File: src/core/pressure_word_cfg.svh
// Constants for the parallel pressure word output
`ifndef PRESSURE_WORD_CFG_SVH
`define PRESSURE_WORD_CFG_SVH
`define PW_WIDTH        21
`define PW_SIGNED_MAX   16'sh7fff
`define PW_SIGNED_MIN   -16'sh7fff
`define PW_BIN_MAX      17'h0ffff
`define PW_BCD_MAX      17'h186a0
`define PW_BCD_DIGITS   5
`define PW_SETTLE_NS    100
`define PW_CLK_MHZ      50
`define PW_SETTLE_CYC   ((`PW_SETTLE_NS * `PW_CLK_MHZ + 999) / 1000)
`define PW_ZERO_WORD    21'h000000
`endif

File: src/core/pressure_word_pkg.sv
// Types for the parallel pressure word output
package pressure_word_pkg;
  typedef enum logic [1:0] {
    fmt_signed,
    fmt_binary,
    fmt_bcd
  } word_format_t;

  typedef struct packed {
    logic        busy;
    logic [20:0] data;
  } word_port_t;
endpackage

File: src/core/parallel_pressure_word_output.sv
// Parallel pressure word output with busy qualifier
// Behaviour
// - The word and busy pins are driven continuously from reset onward.
// - While busy is high the word is being refreshed and is not to be used.
// - Once busy is low the data lines hold a valid word.
// - All data and busy outputs are active high.
// - Only the signed format has a polarity line; others are non-negative.
// - Signed polarity bit is high for positive, low for vacuum.
// - Signed word spans -32767 to +32767 proportional to full scale.
// - Signed zero pressure gives all value, polarity and busy lines low.
// - Binary format outputs 0 to 65535 proportional to pressure.
// - Binary zero gives all sixteen value lines and busy low.
// - Decimal format outputs 0 to 100000 proportional to pressure.
// - Decimal zero gives all lines low; full scale sets only the top line.
// - Out-of-range values saturate; there is no range flag.
`timescale 1ns/1ps
`default_nettype none
`include "pressure_word_cfg.svh"
module parallel_pressure_word_output
  import pressure_word_pkg::*;
#(
  parameter word_format_t FORMAT = fmt_signed
) (
  // Clock and reset
  input  wire logic               clock_in,
  input  wire logic               rst_in,
  // Measurement in: signed sample scaled to full scale (+/-2^17)
  input  wire logic               sample_valid_in,
  input  wire logic signed [17:0] sample_in,
  // Parallel port
  output var  logic [20:0]        word_out,
  output var  logic               busy_out
);
  // Update sequence: raise busy, load the word, let it settle, drop busy
  typedef enum logic [1:0] {
    st_idle,
    st_raise,
    st_load,
    st_settle
  } port_state_t;

  localparam logic [7:0]         SETTLE    = 8'(`PW_SETTLE_CYC);
  localparam logic signed [17:0] SIGNED_HI = 18'(`PW_SIGNED_MAX);
  localparam logic signed [17:0] SIGNED_LO = 18'(`PW_SIGNED_MIN);
  localparam logic signed [17:0] BIN_HI    = 18'(`PW_BIN_MAX);
  localparam logic signed [17:0] BCD_HI    = 18'(`PW_BCD_MAX);
  localparam logic [16:0]        BCD_FULL  = `PW_BCD_MAX;

  // Update state
  port_state_t        state_r;
  logic [7:0]         cnt_r;
  logic               load_now;
  logic               settle_done;

  // Newest sample waiting for the port
  logic signed [17:0] pend_r;
  logic               pend_v_r;

  // Conversion paths
  logic signed [17:0] sgn_clip;
  logic [15:0]        sgn_word;
  logic [16:0]        bin_mag;
  logic [16:0]        bcd_mag;
  wire  logic [19:0]  bcd_digits;
  logic [20:0]        conv_nxt;

  assign load_now    = (state_r == st_load);
  assign settle_done = (state_r == st_settle) && (cnt_r <= 8'd1);

  // Saturation is the only out-of-range sign the reader ever gets
  always_comb begin
    sgn_clip = pend_r;
    if (pend_r > SIGNED_HI) begin
      sgn_clip = SIGNED_HI;
    end else if (pend_r < SIGNED_LO) begin
      sgn_clip = SIGNED_LO;
    end
  end

  // Bit 15 is polarity, high only when above zero so zero stays all low
  always_comb begin
    sgn_word = sgn_clip[15:0];
    if (sgn_clip > 18'sd0) begin
      sgn_word[15] = 1'b1;
    end else begin
      sgn_word[15] = 1'b0;
    end
  end

  always_comb begin
    if (pend_r < 18'sd0) begin
      bin_mag = '0;
    end else if (pend_r > BIN_HI) begin
      bin_mag = `PW_BIN_MAX;
    end else begin
      bin_mag = pend_r[16:0];
    end
  end

  always_comb begin
    if (pend_r < 18'sd0) begin
      bcd_mag = '0;
    end else if (pend_r > BCD_HI) begin
      bcd_mag = BCD_FULL;
    end else begin
      bcd_mag = pend_r[16:0];
    end
  end

  // A divider per digit costs area, not latency
  for (genvar d = 0; d < `PW_BCD_DIGITS; d++) begin : g_digit
    assign bcd_digits[d*4 +: 4] = 4'((bcd_mag / 17'(10 ** d)) % 17'd10);
  end

  always_comb begin
    conv_nxt = `PW_ZERO_WORD;
    case (FORMAT)
      fmt_signed: begin
        conv_nxt = {5'h00, sgn_word};
      end
      fmt_binary: begin
        conv_nxt = {5'h00, bin_mag[15:0]};
      end
      default: begin
        // Full scale is a lone top line
        if (bcd_mag == BCD_FULL) begin
          conv_nxt = 21'h100000;
        end else begin
          conv_nxt = {1'b0, bcd_digits};
        end
      end
    endcase
  end

  // Capture newest sample until the port takes it; a new sample wins
  always_ff @(posedge clock_in or posedge rst_in) begin
    if (rst_in) begin
      pend_r   <= '0;
      pend_v_r <= 1'b0;
    end else if (sample_valid_in) begin
      pend_r   <= sample_in;
      pend_v_r <= 1'b1;
    end else if (load_now) begin
      pend_v_r <= 1'b0;
    end
  end

  always_ff @(posedge clock_in or posedge rst_in) begin
    if (rst_in) begin
      state_r <= st_idle;
    end else begin
      case (state_r)
        st_idle: begin
          if (pend_v_r) begin
            state_r <= st_raise;
          end
        end
        st_raise: begin
          // Two busy cycles, raise and load, before any data line moves
          state_r <= st_load;
        end
        st_load: begin
          state_r <= st_settle;
        end
        default: begin
          if (settle_done) begin
            state_r <= st_idle;
          end
        end
      endcase
    end
  end

  // Settle count lets slow readers see stable lines before busy drops
  always_ff @(posedge clock_in or posedge rst_in) begin
    if (rst_in) begin
      cnt_r <= '0;
    end else if (load_now) begin
      cnt_r <= SETTLE;
    end else if ((state_r == st_settle) && !settle_done) begin
      cnt_r <= cnt_r - 8'd1;
    end
  end

  always_ff @(posedge clock_in or posedge rst_in) begin
    if (rst_in) begin
      busy_out <= 1'b0;
    end else if ((state_r == st_idle) && pend_v_r) begin
      busy_out <= 1'b1;
    end else if (settle_done) begin
      busy_out <= 1'b0;
    end
  end

  always_ff @(posedge clock_in or posedge rst_in) begin
    if (rst_in) begin
      word_out <= `PW_ZERO_WORD;
    end else if (load_now) begin
      word_out <= conv_nxt;
    end
  end
endmodule
`default_nettype wire

File: config.mk
export PLATFORM = sky130hd
export DESIGN_NAME = parallel_pressure_word_output
export DESIGN_NICKNAME = d
export VERILOG_FILES = /design/src/core/pressure_word_pkg.sv /design/src/core/parallel_pressure_word_output.sv
export VERILOG_INCLUDE_DIRS = /design/src /design/src/core
export SDC_FILE = /design/constraint.sdc
export NUM_CORES = 1
export LEC_CHECK = 0
export BUFFER_PORTS_ARGS = -buffer_cell sky130_fd_sc_hd__clkbuf_2
export CORE_MARGIN = 5
export CORE_UTILIZATION = 40
export CTS_CLUSTER_SIZE = 24
export DETAILED_ROUTE_END_ITERATION = 8
export PLACE_DENSITY = 0.57
export SLEW_MARGIN = 30
export SYNTH_ARGS = -nofsm -noshare
export SYNTH_HDL_FRONTEND = slang
export SYNTH_SLANG_ARGS = --single-unit
File: constraint.sdc
create_clock -name clock_in -period 2.4 [get_ports clock_in]
set_input_delay 0.36 -clock clock_in [delete_from_list [all_inputs] [get_ports clock_in]]
set_output_delay 0.36 -clock clock_in [all_outputs]
set_load 0.01 [all_outputs]
Word-level counts from Yosys, hierarchy flattened
Index checks and enable logic that the tools add are counted.
{"block": "totals", "reg_bits": 46, "latch_bits": 0, "ram_bits": 0, "romBits": 0, "inputBits": 21, "output_inout_bits": 22, "elab_cells": 37, "mem_count": 0}
{"block": "classes", "add_sub_neg": 1, "mul": 0, "n_div": 0, "magnitude_cmp": 4, "n_eq_ne": 4, "shifts": 0, "mux": 12, "n_bitwise": 0, "n_reduce_logical": 10}
{"cell": "$mux W18", "count": 2}
{"cell": "$gt A18 B1 Y1 const B", "count": 1}
{"cell": "$gt A18 B16 Y1 const B", "count": 1}
{"cell": "$lt A18 B16 Y1 const B", "count": 1}
{"cell": "$mux W8", "count": 2}
{"cell": "$le A8 B1 Y1 const B", "count": 1}
{"cell": "$sub A8 B1 Y8 const B", "count": 1}
{"cell": "$pmux W2 S3", "count": 1}
{"cell": "$reduce_bool A2 Y1", "count": 3}
{"cell": "$mux W1", "count": 5}
{"cell": "$eq A2 B2 Y1 const B", "count": 2}
{"cell": "$mux W2", "count": 2}
{"cell": "$reduce_bool A4 Y1", "count": 1}
{"cell": "$logic_and A1 B1 Y1", "count": 3}
{"cell": "$eq A2 B1 Y1 const B", "count": 1}
{"cell": "$logic_not A2 Y1", "count": 1}
{"cell": "$ne A2 B2 Y1 const B", "count": 1}
{"cell": "$reduce_and A2 Y1", "count": 1}
{"cell": "$logic_not A1 Y1", "count": 1}

Logic depth before layout (Yosys ltp)
{"block": "depth", "depth_word": 6, "mapped_depth": 7, "mapped_depth_nobuf": 6}

Worst setup path before layout
No wires, ideal clock.
{"block": "synth_timing", "path_kind": "reg-to-reg", "from": "register pend_r[10]", "to": "register word_out[0]", "setup_time_ns": 0.126, "arrival_time_ns": 1.674, "required_time_ns": 2.274, "setup_slack_ns": 0.600, "path_stages_with_launch": 7, "synth_period_minus_slack_ns": 1.800, "cell_sequence": "dfrtp_1 nor4_1 nand4_1 nand4_1 ha_1 clkbuf_1 o32a_1"}
{"block": "synth_via", "elab_chain_len": 3}
{"element": "start: declaration", "line": "parallel_pressure_word_output.sv:56", "rtl": "logic signed [17:0] pend_r;"}
{"element": "start signal: assignment", "line": "parallel_pressure_word_output.sv:141", "rtl": "pend_r <= sample_in;"}
{"element": "$lt A18 B16 Y1", "line": "parallel_pressure_word_output.sv:75", "rtl": "end else if (pend_r < SIGNED_LO) begin"}
{"element": "$mux W18", "line": "parallel_pressure_word_output.sv:75"}
{"element": "$mux W18 *", "line": "parallel_pressure_word_output.sv:73", "rtl": "if (pend_r > SIGNED_HI) begin"}
{"element": "end signal: assignment", "line": "parallel_pressure_word_output.sv:197", "rtl": "word_out <= `PW_ZERO_WORD;"}
{"element": "end signal: assignment", "line": "parallel_pressure_word_output.sv:199", "rtl": "word_out <= conv_nxt;"}
{"element": "end: declaration", "line": "parallel_pressure_word_output.sv:31", "rtl": "output var logic [20:0] word_out,"}
Every way passes the cells marked *; elsewhere a longest branch is shown, timed or not.
A chain may end at the register's enable or synchronous reset.

Final worst setup path
{"block": "layout_timing", "from": "register pend_r[6]", "to": "register word_out[0]"}
Same word-level chain as after synthesis.

==> run summary <==
Largest net degree at the start of global routing - 47
IO Count - 43
CTS Hold Bufs - 0
# resized after CTS - 0
Full die area - 6860 um^2
DR vias/cell - 5.13
Top cell by count, worst path - nand4_1
Postcts setup bufs - 0
Seq/Total Area, Yosys - 0.543
Critical path data required time - 2.57 ns
Layout Skew - 0.00786 ns
Relative slew slack - 0.615
Initial DRT Pass Iterations - 4
Cell row count - 26
RSZ-0062 raised after global routing - false
Levels on crit path - 5
Initial core utilization - 0.413
Most used DFF post-synth - dfrtp_1
Final setup vio count - 0
Ant diodes - 0
Remaining DRCs - 0
DP HPWL - 3030 um
FF-to-FF End - word_out[0]$_DFFE_PP0P_
Critical-path cell list - nor4_1, nand4_1, nand4_1, ha_1, o32a_1
Power, Total - 2.75 mW
Height of the chip - 82.8 um
VDD IR-drop max - 0.433 mV
Setup CP Type - register to register
Routed WL - 4180 um
Initial antenna violation count - 0
CP bufs+invs - 0
Nets - 248
Leakage - 1.08 nW
Number of flops mapped to enable cells by yosys - 0
Gr ovfl total - 0
Crit path to - word_out[0]$_DFFE_PP0P_
TritonCTS clock tree - built
Fillers - 506
Distinct cell type count after synthesis - 37
Slowest Stage Delay on Critical Path - 0.42 ns
Bufs on Longest Clock Path - 2
Avg WL per Cell - 14.4 um
FF-to-FF Start - pend_r[6]$_DFFE_PP0P_
Vias in the first global route - 1508
Vias post-DR - 1489
Share of cells above drive strength 1 - 0.309
Die Width - 82.8 um
Mapped cell area - 2120 um^2
Layout area overhead - 15.4%
Synth async-reset ratio - 1.00
Post-synthesis register bit count - 46
Gate count of the mapped netlist - 181
CP top delay family - simple AND/OR/NAND/NOR gates
CP max FO - 16
GRT Total Usage - 0.129
Slew Limit Fails - 0
Worst EP arrival - 2.16 ns
Final hold vios - 0
Multi-input gate area - 887 um^2
Slowest library cell on the worst path - ha_1
Core box area - 5140 um^2
CP Launch Type - register
Max cap viols - 0
Yosys warning count - 0
Setup crit start - pend_r[6]$_DFFE_PP0P_
Worst skew pair latency - 0.29 ns
Final worst-path cycle share - 0.827
Cell Pwr Density - 1120 nW/um^2
Sequential cell area - 1150 um^2
First-pass GRT wire length - 7370 um
Worst R2R Setup Slack - 0.41 ns
CTS Sinks - 46
CTS H-tree lvls - 2
Worst Hold Class - input port to asynchronous set/reset pin
Port Buf Inserts - 37
Crit end category - register
Worst-path clk slew - 0.09 ns
Synth Area per Inst - 11.7 um^2
Outcome - complete, no violations
Post-route minimum period - 1.99 ns
Reg2Reg Depth - 5
Placer Congestion - 0.811
Routed Antenna Nets - 0
DRT iter0 DRCs - 61
Max Clk Rate - 504 MHz
Setup TNS - 0 ns
Inserted Clock Buffers - 5
CTS Root Cell - clkbuf_8
Least-Margin Pin Slew - 0.577 ns
==> power by group <==
group          internal [mW]  switching [mW]  leakage (nW)
Sequential              1.02           0.187         0.525
Combinational          0.532           0.566         0.514
Clock                  0.200           0.252        0.0373
Total                   1.75            1.00          1.08
==> how the worst min path moves through the flow <==
stage                       startpoint                 endpoint  slack (ns)  cells after the start
2_1_floorplan     pend_v_r$_DFFE_PP0P_     pend_v_r$_DFFE_PP0P_        0.46                      1
3_3_place_gp   word_out[9]$_DFFE_PP0P_  word_out[9]$_DFFE_PP0P_        0.48                      1
3_5_place_dp   word_out[3]$_DFFE_PP0P_  word_out[3]$_DFFE_PP0P_        0.49                      1
4_1_cts                         rst_in  word_out[1]$_DFFE_PP0P_        0.21                      3
5_1_grt                         rst_in     cnt_r[5]$_DFFE_PP0P_        0.25                      3
6_report                        rst_in     cnt_r[5]$_DFFE_PP0P_        0.18                      3
==> synthesized netlist by cell type (2+ instances only) <==
master | number | area share
nor3_1 | 2 | 0.0047
nor4b_1 | 2 | 0.0083
buf_4 | 5 | 0.018
o21ai_0 | 4 | 0.0094
a21oi_1 | 5 | 0.012
ha_1 | 7 | 0.041
nand2_1 | 7 | 0.012
o21ai_1 | 3 | 0.0071
xor2_1 | 2 | 0.0083
clkbuf_1 | 7 | 0.012
nand4_1 | 3 | 0.0089
nor4_1 | 3 | 0.0089
inv_1 | 9 | 0.016
dfrtp_1 | 46 | 0.54
nor2b_1 | 15 | 0.044
mux2_2 | 17 | 0.090
or4_1 | 2 | 0.0071
or3_1 | 2 | 0.0059
nor2_1 | 8 | 0.014
o22a_1 | 15 | 0.062
==> registers in the layout, indices dropped and copies added, names as in the netlist <==
| signal | flops |
|---|---|
| busy_out | 1 |
| pend_r | 18 |
| cnt_r | 8 |
| state_r | 2 |
| pend_v_r | 1 |
| word_out | 16 |
==> routing by layer <==
layer	wire length (um)	GRT usage	share of wire
met1	1940	0.166	0.46
met2	2030	0.214	0.49
met4	25	0.0312	0.0060
met5	0	0	0
met3	179	0.0366	0.043
==> worst reg2reg max path: stages, from the launching register on <==
cell and delay [ns]:
dfrtp_1 0.39, nor4_1 0.34, nand4_1 0.18, nand4_1 0.14, ha_1 0.42, o32a_1 0.40
==> layout make-up <==
class | instances | area share
multi-input combinational | 118 | 0.362
timing repair buffer | 40 | 0.0849
tap | 70 | 0.0358
clock buffer | 6 | 0.0297
sequential | 46 | 0.470
clock inverter | 1 | 0.00307
inverter | 9 | 0.0138
==> metrics by stage <==
step,std cells,hold slack [ns],setup WS [ns],util,area [um^2]
final,290,0.183,0.415,0.476,2450
after global routing,290,0.252,0.142,0.476,2450
after CTS,290,0.207,0.366,0.476,2450
after detailed placement,283,0.489,0.385,0.461,2370
after global placement,283,0.482,0.511,0.461,2370
after floorplan,185,0.464,0.600,-,2140
==> layout by cell type, fill, tap and decap left out, drive strengths merged, types with 2 or more instances in the layout <==
master,count
nand4,3
mux2,17
buf,3
conb,5
o22a,15
o21ai,7
nor2,8
xor2,2
clkbuf,43
nor2b,15
nor4,3
dfrtp,46
nor4b,2
ha,7
nand2,7
or3,2
or4,3
nor3,3
a21oi,5
inv,9
==> cells by family (layout without fill, tap and decap cells) <==
group | Yosys count | count (layout) | synth area share
other | 1 | 5 | 0.00177
buffers and inverters | 21 | 56 | 0.0460
flip-flops | 46 | 46 | 0.543
adder cells (fa/ha/maj) | 7 | 7 | 0.0413
AND/OR/NAND/NOR | 49 | 49 | 0.133
XOR/XNOR | 3 | 3 | 0.0124
AO/OA/AOI/OAI | 37 | 37 | 0.133
multiplexers | 17 | 17 | 0.0903
No activity file was read; power rests on OpenSTA's default activity.
